### config.mk
export PLATFORM = sky130hd
export DESIGN_NAME = mfs_supervisor
export DESIGN_NICKNAME = d
export VERILOG_FILES = /design/src/include/mfs_pkg.sv /design/src/rtl/mfs_supervisor.sv
export SDC_FILE = /design/constraint.sdc
export NUM_CORES = 1
export LEC_CHECK = 0
export ABC_CLOCK_PERIOD_IN_PS = 6410
export BUFFER_PORTS_ARGS = -buffer_cell sky130_fd_sc_hd__buf_2
export CAP_MARGIN = 10
export CORE_AREA = 5 5 232 324
export CTS_CLUSTER_SIZE = 12
export DETAILED_ROUTE_END_ITERATION = 10
export DIE_AREA = 0 0 237 329
export SLEW_MARGIN = 15
export SYNTH_ARGS = -nofsm -noshare
export SYNTH_HDL_FRONTEND = slang
export SYNTH_SLANG_ARGS = --single-unit
### constraint.sdc
create_clock -name clk -period 6.41 [get_ports clk]
set_input_delay 1.282 -clock clk [delete_from_list [all_inputs] [get_ports clk]]
set_output_delay 1.282 -clock clk [all_outputs]
set_load 0.05 [all_outputs]
### src/include/mfs_pkg.sv
// Shared constants and carrier types for the fail-safe supervisor
package mfs_pkg;

   // Register numbers as seen by the Modbus client
   localparam logic [15:0] A_CONN_TMO  = 16'h0500;
   localparam logic [15:0] A_WD_TMO    = 16'h07D0;
   localparam logic [15:0] A_PATTERN   = 16'h07D2;
   localparam logic [15:0] A_CAUSE     = 16'h07D4;
   localparam logic [15:0] A_COMMAND   = 16'h07D6;
   localparam logic [15:0] A_STATUS    = 16'h1F3C;
   localparam logic [15:0] A_DIAG_STAT = 16'h1F3D;
   localparam logic [15:0] A_DIAG_LOC  = 16'h1F3E;
   localparam logic [15:0] A_IN_WORD   = 16'h1F40;
   localparam logic [15:0] A_OUT_WORD  = 16'h2328;

   // Function codes
   localparam logic [7:0] FC_RD_COILS  = 8'h01;
   localparam logic [7:0] FC_RD_DISCR  = 8'h02;
   localparam logic [7:0] FC_RD_HOLD   = 8'h03;
   localparam logic [7:0] FC_RD_INPUT  = 8'h04;
   localparam logic [7:0] FC_WR_COIL   = 8'h05;
   localparam logic [7:0] FC_WR_REG    = 8'h06;
   localparam logic [7:0] FC_WR_COILS  = 8'h0F;
   localparam logic [7:0] FC_WR_REGS   = 8'h10;
   localparam logic [7:0] FC_RW_REGS   = 8'h17;

   // Exception answers
   localparam logic [7:0] EXC_NONE     = 8'h00;
   localparam logic [7:0] EXC_FUNCTION = 8'h01;
   localparam logic [7:0] EXC_ADDRESS  = 8'h02;
   localparam logic [7:0] EXC_VALUE    = 8'h03;

   // Failure causes
   localparam logic [15:0] CAUSE_NONE   = 16'h0000;
   localparam logic [15:0] CAUSE_XFER   = 16'h0007;
   localparam logic [15:0] CAUSE_HOST   = 16'h0008;
   localparam logic [15:0] CAUSE_USER   = 16'h0009;
   localparam logic [15:0] CAUSE_ABORT  = 16'h000A;
   localparam logic [15:0] CAUSE_INIT   = 16'h000B;
   localparam logic [15:0] CAUSE_WDOG   = 16'h000C;
   localparam logic [15:0] CAUSE_CMON   = 16'h000D;

   // Fault output patterns
   localparam logic [15:0] PAT_LOW  = 16'h0000;
   localparam logic [15:0] PAT_HIGH = 16'h0001;
   localparam logic [15:0] PAT_HOLD = 16'h0002;

   // Command bits, status bits, timeout limits
   localparam int          CMD_FORCE_BIT = 4;
   localparam int          CMD_ACK_BIT   = 5;
   localparam int          CMD_WARN_BIT  = 7;
   localparam int          ST_WARN_BIT   = 0;
   localparam int          ST_FAIL_BIT   = 1;
   localparam logic [15:0] TMO_MIN_MS    = 16'h00C8;
   localparam logic [15:0] TMO_MAX_MS    = 16'hFDE8;
   localparam logic [15:0] TMO_RESET     = 16'h0000;
   localparam logic [15:0] OUT_RESET     = 16'h0000;

   // Timing: one millisecond tick derived from the 50 ns clock
   localparam int TICK_NS       = 1000000;
   localparam int CLK_NS        = 50;
   localparam int MS_CYCLES_DEF = TICK_NS / CLK_NS;
   localparam int NCONN_DEF     = 8;
   localparam int CONN_W        = 3;

   // One register access from the Modbus/TCP stack
   typedef struct packed {
      logic [CONN_W-1:0] conn;
      logic [7:0]        fc;
      logic              write;
      logic [15:0]       addr;
      logic [3:0]        bit_idx;
      logic [15:0]       wdata;
   } mfs_req_type;

   // Answer to one access
   typedef struct packed {
      logic [15:0] rdata;
      logic [7:0]  exc;
   } mfs_rsp_type;

endpackage

### src/rtl/mfs_supervisor.sv
// Fail-safe supervisor: Modbus register front end, watchdogs and output substitution
// How it works
// - In auto mode, a valid output word write clears the failure flag.
// - In manual mode the failure stays until command or web acknowledge.
// - Acknowledge mode comes only from web management, never from a register.
// - On failure every output takes the configured substitute value.
// - Eight connections, each may reach any register on its own.
// - Function codes 1,2,3,4,5,6,15,16,23 are accepted.
// - Both timeout words are read and written with codes 3,4,6,16,23.
// - Pattern word is read/write; cause, status, diagnostic words read-only.
// - Input word read-only; output word read/write; bit writes only to output.
// - Writes to read-only registers change nothing and answer exception 2.
// - Connection timeout is 0 (off) or 200..65000 ms.
// - New connection timeout applies after a function runs on that connection.
// - Watchdog timeout is 0 (off) or 200..65000 ms.
// - Pattern 0 drives low, 1 drives high, 2 holds last outputs.
// - Cause codes 7..0xD report the reason of the failure.
// - Command word is write-only; more than one set bit is an error.
// - Command bit 4 forces failure, bit 5 acknowledges in manual mode, bit 7 clears warning.
// - Watchdog starts at first output word write, restarts on output word writes, never on reads.
// - Watchdog expiry substitutes outputs and sets status bit 1.
// - Acknowledge restarts the watchdog.
// - Output writes are stored while failed and applied after the failure clears.
module mfs_supervisor #(
   parameter int MS_CYCLES = mfs_pkg::MS_CYCLES_DEF,
   parameter int NCONN     = mfs_pkg::NCONN_DEF
) (
   // Clock and reset
   input  wire logic                 clk,
   input  wire logic                 rst_n,
   // Register access from the Modbus/TCP stack
   input  wire logic                 req_valid,
   input  wire mfs_pkg::mfs_req_type req,
   output logic                      rsp_valid,
   output mfs_pkg::mfs_rsp_type      rsp,
   // Connection and network events
   input  wire logic [NCONN-1:0]     conn_close,
   input  wire logic [NCONN-1:0]     conn_abort,
   input  wire logic                 xfer_timeout,
   input  wire logic                 host_timeout,
   input  wire logic                 init_error,
   // Web management
   input  wire logic                 wm_manual_ack,
   input  wire logic                 wm_ack,
   // I/O diagnostics and pins
   input  wire logic [15:0]          diag_status_in,
   input  wire logic [15:0]          diag_loc_in,
   input  wire logic [15:0]          din_pin,
   output logic [15:0]               dout,
   output logic                      net_fail,
   output logic                      io_warn
);

   localparam int CW = mfs_pkg::CONN_W;

   // Configuration and process data registers
   logic [15:0] cmt_ff, nxt_cmt, wdt_ff, nxt_wdt, pat_ff, nxt_pat;
   logic [15:0] out_ff, nxt_out;
   logic        warn_ff, nxt_warn;
   // Failure state
   logic        fail_ff, nxt_fail;
   logic [15:0] cause_ff, nxt_cause;
   // Watchdog and tick
   logic        wd_run_ff, nxt_wd_run;
   logic [15:0] wd_cnt_ff, nxt_wd_cnt;
   logic [31:0] tick_cnt_ff, nxt_tick_cnt;
   logic        tick, wd_exp;
   // Answer and pin registers
   logic                 rsp_valid_ff;
   mfs_pkg::mfs_rsp_type rsp_ff, nxt_rsp;
   logic [15:0]          dout_ff, nxt_dout;
   logic [15:0]          din_s1_ff, din_s2_ff;
   // Decode results
   logic        rd_op, wr_op, bit_op, fc_ok, val_ok;
   logic [7:0]  exc;
   logic [15:0] word;
   logic        acc_wr, wr_cmt, wr_wdt, wr_pat, wr_out, wr_cmd;
   logic        cmd_force, cmd_ack, cmd_warn, ack;
   logic [NCONN-1:0] conn_exp;

   // Classify the function code
   always_comb begin
      rd_op  = 1'b0;
      wr_op  = 1'b0;
      bit_op = 1'b0;
      fc_ok  = 1'b1;
      case (req.fc)
         mfs_pkg::FC_RD_COILS, mfs_pkg::FC_RD_DISCR: begin
            rd_op  = 1'b1;
            bit_op = 1'b1;
         end
         mfs_pkg::FC_RD_HOLD, mfs_pkg::FC_RD_INPUT: rd_op = 1'b1;
         mfs_pkg::FC_WR_COIL, mfs_pkg::FC_WR_COILS: begin
            wr_op  = 1'b1;
            bit_op = 1'b1;
         end
         mfs_pkg::FC_WR_REG, mfs_pkg::FC_WR_REGS: wr_op = 1'b1;
         mfs_pkg::FC_RW_REGS: begin
            rd_op = ~req.write;
            wr_op = req.write;
         end
         default: fc_ok = 1'b0;
      endcase
   end

   // Address decode, access check and read data; one answer per word or bit
   always_comb begin
      exc    = mfs_pkg::EXC_NONE;
      word   = 16'h0000;
      val_ok = 1'b1;
      case (req.addr)
         mfs_pkg::A_CONN_TMO, mfs_pkg::A_WD_TMO: begin
            word   = (req.addr == mfs_pkg::A_CONN_TMO) ? cmt_ff : wdt_ff;
            if (bit_op) exc = mfs_pkg::EXC_ADDRESS;
            val_ok = (req.wdata == 16'h0000) || ((req.wdata >= mfs_pkg::TMO_MIN_MS) &&
                     (req.wdata <= mfs_pkg::TMO_MAX_MS));
         end
         mfs_pkg::A_PATTERN: begin
            word   = pat_ff;
            if (bit_op) exc = mfs_pkg::EXC_ADDRESS;
            val_ok = (req.wdata <= mfs_pkg::PAT_HOLD);
         end
         mfs_pkg::A_CAUSE, mfs_pkg::A_STATUS, mfs_pkg::A_DIAG_STAT, mfs_pkg::A_DIAG_LOC: begin
            case (req.addr)
               mfs_pkg::A_CAUSE:     word = cause_ff;
               mfs_pkg::A_STATUS:    word = {14'h0000, fail_ff, warn_ff};
               mfs_pkg::A_DIAG_STAT: word = diag_status_in;
               default:              word = diag_loc_in;
            endcase
            if (bit_op || wr_op) exc = mfs_pkg::EXC_ADDRESS;
         end
         mfs_pkg::A_COMMAND: begin
            if (bit_op || rd_op) exc = mfs_pkg::EXC_ADDRESS;
            val_ok = $onehot(req.wdata);
         end
         mfs_pkg::A_IN_WORD: begin
            word = din_s2_ff;
            if (wr_op) exc = mfs_pkg::EXC_ADDRESS;
         end
         mfs_pkg::A_OUT_WORD: word = out_ff;
         default: exc = mfs_pkg::EXC_ADDRESS;
      endcase
      if (!fc_ok) begin
         exc = mfs_pkg::EXC_FUNCTION;
      end else if (exc == mfs_pkg::EXC_NONE && wr_op && !val_ok) begin
         exc = mfs_pkg::EXC_VALUE;
      end
      if (bit_op) begin
         word = {15'h0000, word[req.bit_idx]};
      end
   end

   // Write strobes; any connection reaches any register the same way
   assign acc_wr    = req_valid && wr_op && (exc == mfs_pkg::EXC_NONE);
   assign wr_cmt    = acc_wr && (req.addr == mfs_pkg::A_CONN_TMO);
   assign wr_wdt    = acc_wr && (req.addr == mfs_pkg::A_WD_TMO);
   assign wr_pat    = acc_wr && (req.addr == mfs_pkg::A_PATTERN);
   assign wr_out    = acc_wr && (req.addr == mfs_pkg::A_OUT_WORD);
   assign wr_cmd    = acc_wr && (req.addr == mfs_pkg::A_COMMAND);
   assign cmd_force = wr_cmd && req.wdata[mfs_pkg::CMD_FORCE_BIT];
   assign cmd_ack   = wr_cmd && req.wdata[mfs_pkg::CMD_ACK_BIT];
   assign cmd_warn  = wr_cmd && req.wdata[mfs_pkg::CMD_WARN_BIT];
   // Acknowledge mode is a web-only input, no register reaches it
   assign ack = wm_manual_ack ? (cmd_ack || wm_ack) : wr_out;

   // Configuration registers; output data is stored even while failed
   always_comb begin
      nxt_cmt  = wr_cmt ? req.wdata : cmt_ff;
      nxt_wdt  = wr_wdt ? req.wdata : wdt_ff;
      nxt_pat  = wr_pat ? req.wdata : pat_ff;
      nxt_out  = out_ff;
      if (wr_out) begin
         if (bit_op) begin
            nxt_out[req.bit_idx] = req.wdata[0];
         end else begin
            nxt_out = req.wdata;
         end
      end
      // Diagnostic level wins over the clear so a live fault is not lost
      nxt_warn = (|diag_status_in) || (warn_ff && !cmd_warn);
   end

   always_ff @(posedge clk) begin
      if (!rst_n) begin
         cmt_ff  <= mfs_pkg::TMO_RESET;
         wdt_ff  <= mfs_pkg::TMO_RESET;
         pat_ff  <= mfs_pkg::PAT_LOW;
         out_ff  <= mfs_pkg::OUT_RESET;
         warn_ff <= 1'b0;
      end else begin
         cmt_ff  <= nxt_cmt;
         wdt_ff  <= nxt_wdt;
         pat_ff  <= nxt_pat;
         out_ff  <= nxt_out;
         warn_ff <= nxt_warn;
      end
   end

   // Millisecond tick and process data watchdog
   always_comb begin
      tick         = (tick_cnt_ff == 32'(MS_CYCLES - 1));
      nxt_tick_cnt = tick ? 32'h0000_0000 : tick_cnt_ff + 32'h0000_0001;
      wd_exp       = 1'b0;
      nxt_wd_run   = wd_run_ff;
      nxt_wd_cnt   = wd_cnt_ff;
      if (wd_run_ff && tick) begin
         if (wd_cnt_ff >= wdt_ff - 16'h0001) begin
            wd_exp     = 1'b1;
            nxt_wd_run = 1'b0;
         end else begin
            nxt_wd_cnt = wd_cnt_ff + 16'h0001;
         end
      end
      // Only output word writes and acknowledges retrigger; reads never do
      if (wr_out || (fail_ff && ack)) begin
         nxt_wd_run = 1'b1;
         nxt_wd_cnt = 16'h0000;
      end
      if (nxt_wdt == 16'h0000) begin
         nxt_wd_run = 1'b0;
      end
   end

   always_ff @(posedge clk) begin
      if (!rst_n) begin
         tick_cnt_ff <= 32'h0000_0000;
         wd_run_ff   <= 1'b0;
         wd_cnt_ff   <= 16'h0000;
      end else begin
         tick_cnt_ff <= nxt_tick_cnt;
         wd_run_ff   <= nxt_wd_run;
         wd_cnt_ff   <= nxt_wd_cnt;
      end
   end

   // Per-connection monitoring; each connection latches the timeout when served
   genvar g;
   generate
      for (g = 0; g < NCONN; g++) begin : g_conn
         logic        act_ff, nxt_act;
         logic [15:0] tmo_ff, nxt_tmo, cnt_ff, nxt_cnt;
         logic        exp_c;
         always_comb begin
            nxt_act = act_ff;
            nxt_tmo = tmo_ff;
            nxt_cnt = cnt_ff;
            exp_c   = 1'b0;
            if (act_ff && tick && (tmo_ff != 16'h0000)) begin
               if (cnt_ff >= tmo_ff - 16'h0001) begin
                  exp_c   = 1'b1;
                  nxt_act = 1'b0;
               end else begin
                  nxt_cnt = cnt_ff + 16'h0001;
               end
            end
            if (conn_close[g] || conn_abort[g]) begin
               nxt_act = 1'b0;
            end
            if (req_valid && (req.conn == CW'(g))) begin
               nxt_act = 1'b1;
               nxt_tmo = nxt_cmt;
               nxt_cnt = 16'h0000;
            end
         end
         assign conn_exp[g] = exp_c;
         always_ff @(posedge clk) begin
            if (!rst_n) begin
               act_ff <= 1'b0;
               tmo_ff <= mfs_pkg::TMO_RESET;
               cnt_ff <= 16'h0000;
            end else begin
               act_ff <= nxt_act;
               tmo_ff <= nxt_tmo;
               cnt_ff <= nxt_cnt;
            end
         end
      end
   endgenerate

   // Failure flag and cause; a new failure in the acknowledge cycle wins
   always_comb begin
      nxt_cause = cause_ff;
      if (wd_exp) nxt_cause = mfs_pkg::CAUSE_WDOG;
      else if (|conn_exp) nxt_cause = mfs_pkg::CAUSE_CMON;
      else if (|conn_abort) nxt_cause = mfs_pkg::CAUSE_ABORT;
      else if (host_timeout) nxt_cause = mfs_pkg::CAUSE_HOST;
      else if (xfer_timeout) nxt_cause = mfs_pkg::CAUSE_XFER;
      else if (init_error) nxt_cause = mfs_pkg::CAUSE_INIT;
      else if (cmd_force) nxt_cause = mfs_pkg::CAUSE_USER;
      nxt_fail = wd_exp || (|conn_exp) || (|conn_abort) || host_timeout ||
                 xfer_timeout || init_error || cmd_force || (fail_ff && !ack);
   end

   // Substitute or live outputs; hold mode keeps the last driven pattern
   always_comb begin
      nxt_dout = out_ff;
      if (fail_ff) begin
         case (pat_ff)
            mfs_pkg::PAT_LOW:  nxt_dout = 16'h0000;
            mfs_pkg::PAT_HIGH: nxt_dout = 16'hFFFF;
            default:           nxt_dout = dout_ff;
         endcase
      end
      nxt_rsp.rdata = word;
      nxt_rsp.exc   = exc;
   end

   always_ff @(posedge clk) begin
      if (!rst_n) begin
         fail_ff      <= 1'b0;
         cause_ff     <= mfs_pkg::CAUSE_NONE;
         dout_ff      <= mfs_pkg::OUT_RESET;
         rsp_valid_ff <= 1'b0;
         rsp_ff       <= '0;
         din_s1_ff    <= 16'h0000;
         din_s2_ff    <= 16'h0000;
      end else begin
         fail_ff      <= nxt_fail;
         cause_ff     <= nxt_cause;
         dout_ff      <= nxt_dout;
         rsp_valid_ff <= req_valid;
         rsp_ff       <= nxt_rsp;
         din_s1_ff    <= din_pin;
         din_s2_ff    <= din_s1_ff;
      end
   end

   // Outputs straight from flip-flops
   assign rsp_valid = rsp_valid_ff;
   assign rsp       = rsp_ff;
   assign dout      = dout_ff;
   assign net_fail  = fail_ff;
   assign io_warn   = warn_ff;

endmodule

==> flow_summary.yaml <==
pwr:
  p_sw_mw: 1.589
  irDropWorstVdd_v: 0.0001783
  intPower_mw: 4.646
  pwr-share-seq: 0.460
  leakagePower_nw: 11.89
  switching_share: 0.2548
  p_clk_frac: 0.431
  combPwrFrac: 0.109
  powerDensity_nw_per_um2: 218.7
  p_total_mw: 6.234
critical_path:
  cp.required_ps: 6840
  crit_path_max_incr_delay_ps: 590
  critPathMaxFanout: 16
  worstPathCellList: "buf_2, inv_1, fa_1, inv_1, fa_1, fa_1, inv_1, fa_1, inv_1, ha_1, fa_1, nor3_1, nand3_1, o22ai_1, buf_4, a221oi_1, o31a_1, or4_2, buf_12, mux2i_2, buf_12, o22ai_1"
  crit_arrival_ps: 6560
  cp-end-kind: "flop"
  crit_slowest_cell: "or4_2"
  path_class: "in -> reg"
  cpMostUsedCell: "fa_1"
  critPathLaunchType: "input pin"
timing:
  whs_ps: 432.0
  hold_viol_final: 0
  finalCritPeriodShare: 0.9573
  max_freq_mhz: 163.0
  rsz0062_at_grt: "false"
  fin_crit_ps: 6137
  slew_violations: 0
  finalSetupViolations: 0
  skew_ps: 21.71
  relSlewSlack: 0.2142
  worstMarginPinSlew_ps: 1174
floorplanning:
  die_w_um: 237
  io_pins: 163
  die_area_um2: 77970
  core_area_um2: 72170
  initial_core_util: 0.3439
  fp.dieH_um: 329
  rows: 117
clock_network:
  holdBufCountCts: 0
  clk_latency_ps: 590
  numCtsBuffers: 47
  clock_sink_count: 450
  ctsLongestPathBuffers: 3
  cts_root_buf: "clkbuf_16"
  htreeDepth: 2
  clk_pin_slew_worst_paths_ps: 60
  cts_setup_buffers: 0
  cts_tree: "built"
  ctsResizeCount: 0
placement:
  place_area_um2: 27050
  dp.cells: 3993
  place.gp.congestion: 0.9478
  hpwl_um: 57420
  numPortBuffers: 156
finish:
  final_cell_mix: "dfxtp_1 (450), nor2_1 (322), o21ai_0 (199)"
  synthToLayoutAreaGrowth_pct: 14.87
  final_common_cell: "dfxtp_1"
  nNetsFinal: 3389
  final_core_util: 0.3950
  fill_cells: 7372
  drive_above_1_share: 0.1134
  final_cell_area_um2: 28510
  final_cell_count_no_fill: 4070
synth:
  yosysSeqAreaShare: 0.3630
  synth_edf_count: 0
  yosys.area.top_type: "dfxtp_1"
  synth_cell_type_count: 82
  synth_top_area_frac: 0.3630
  synth-seq-cells: 450
  async_flop_share: 0
  syn_area_per_cell_um2: 8.456
  ys_warn_count: 0
  synthFlopType: "dfxtp_1"
  synthTopCellsByArea: "dfxtp_1 (36%), ha_1 (8.5%), xnor2_1 (5.4%), nor2_1 (4.9%), o21ai_0 (4.0%)"
  postSynthCellCount: 2935
  netlist_area_um2: 24820
grt:
  grt_pass1_wl_um: 116600
  grt_max_degree: 73
  grt-ovfl-total: 0
  grt_usage: 0.1856
  grt_pass1_vias: 20827
  antenna_found_initial: 2
routing:
  viasPerCell: 5.425
  wl_um: 75570
  drt-pass1-iter-count: 6
  vias: 22080
  wl_per_cell_um: 18.57
  antenna_left: 0
  drt_iter0_markers: 1535
  drc_errors: 0
run_status:
  outcome: "finished, final reports clean"
flow_run:
  maxCapViolations: 0
hold_path:
  worstHoldPathType: "reg -> reg"
==> routing by layer <==
| metal | up-vias | track usage | share of wire |
|---|---|---|---|
| met5 | - | 0 | 0 |
| met1 | 10453 | 0.2271 | 0.41 |
| met2 | 560 | 0.3170 | 0.48 |
| met3 | 196 | 0.02990 | 0.047 |
| li1 | 10871 | - | - |
| met4 | 0 | 0.09227 | 0.057 |
==> kinds of logic (layout without fill, tap and decap cells) <==
logic type	count (synthesis)	count (layout)	share of synthesized area
simple gates	1098	1098	0.2261
compound gates	674	674	0.1656
flops	450	450	0.3630
xor+xnor	257	257	0.09069
buf+inv	230	404	0.03670
fa+ha+maj	179	179	0.09326
mux	46	46	0.02455
other cells	1	10	0.0001511
==> worst paths after layout <==
| path | from | to | slack (ps) | cells after the start |
|---|---|---|---|---|
| max | req[5] | g_conn[4].tmo_ff[1]$_SDFFE_PN0P_ | 270 | 22 |
| min | din_s1_ff[5]$_SDFF_PN0_ | din_s2_ff[5]$_SDFF_PN0_ | 430 | 1 |
| max reg2reg | g_conn[7].tmo_ff[0]$_SDFFE_PN0P_ | cause_ff[1]$_SDFFE_PP0P_ | 1550 | 14 |
| min reg2reg | din_s1_ff[5]$_SDFF_PN0_ | din_s2_ff[5]$_SDFF_PN0_ | 430 | 1 |
==> through the flow <==
step                      setup slack [ps]  setup TNS [ps]
after floorplan                      436.4               0
after global placement              -268.0          -26660
after detailed placement            -312.4          -31820
after CTS                            303.0               0
after global routing                 8.937               0
final                                273.4               0
==> Yosys cell counts, types with 12 or more instances <==
cell,instances
nand2b_1,26
or3_1,36
clkbuf_1,109
and2_1,59
o22ai_1,12
inv_1,102
a22o_1,14
a211oi_1,38
a21o_1,35
o21ai_1,38
or2_2,18
nor2b_1,15
a21oi_1,195
or4_1,28
nand3_1,90
nor2_1,323
o21ai_0,199
nor3_1,68
ha_1,169
o211ai_1,17
mux2i_1,29
nor4b_1,12
dfxtp_1,450
nor4_1,58
nand2_1,189
and3_1,53
xnor2_1,152
xor2_1,105
nand4_1,73
a31oi_1,13
==> worst max-delay path: cells and delay by family <==
family | cells | cell delay, ps
simple gates | 3 | 880
buf+inv | 8 | 980
fa+ha+maj | 6 | 2650
mux | 1 | 250
compound gates | 4 | 480
==> power by group through the flow <==
stage	Clock, mW	Sequential (mW)	Combinational, mW
CTS	2.77	2.86	0.682
detailed placement	0	2.93	0.678
floorplan	0	2.93	0.438
global route	2.87	2.87	0.768
global placement	0	2.93	0.671
finish	2.69	2.87	0.679
==> flip-flops by register name, indices dropped and copies added, names as in the netlist <==
register / count
din_s2_ff: 16
io_warn: 1
dout: 16
cmt_ff: 16
cause_ff: 4
g_conn.cnt_ff: 128
net_fail: 1
wd_run_ff: 1
wd_cnt_ff: 16
din_s1_ff: 16
out_ff: 16
g_conn.act_ff: 8
tick_cnt_ff: 32
rsp: 18
rsp_valid: 1
pat_ff: 16
wdt_ff: 16
g_conn.tmo_ff: 128
==> layout make-up <==
| class | count | area (um^2) | share of cell area |
|---|---|---|---|
| diodes | 4 | 10.01 | 0.0003511 |
| clock buffers | 63 | 1319 | 0.04626 |
| clock inverters | 10 | 128.9 | 0.004520 |
| inverters | 103 | 386.6 | 0.01356 |
| multi-input cells | 2260 | 14970 | 0.5250 |
| flip-flops and latches | 450 | 9009 | 0.3160 |
| well taps | 952 | 1191 | 0.04178 |
| repair buffers | 228 | 1499 | 0.05258 |
Note: power is estimated with default switching activity, not from simulation.
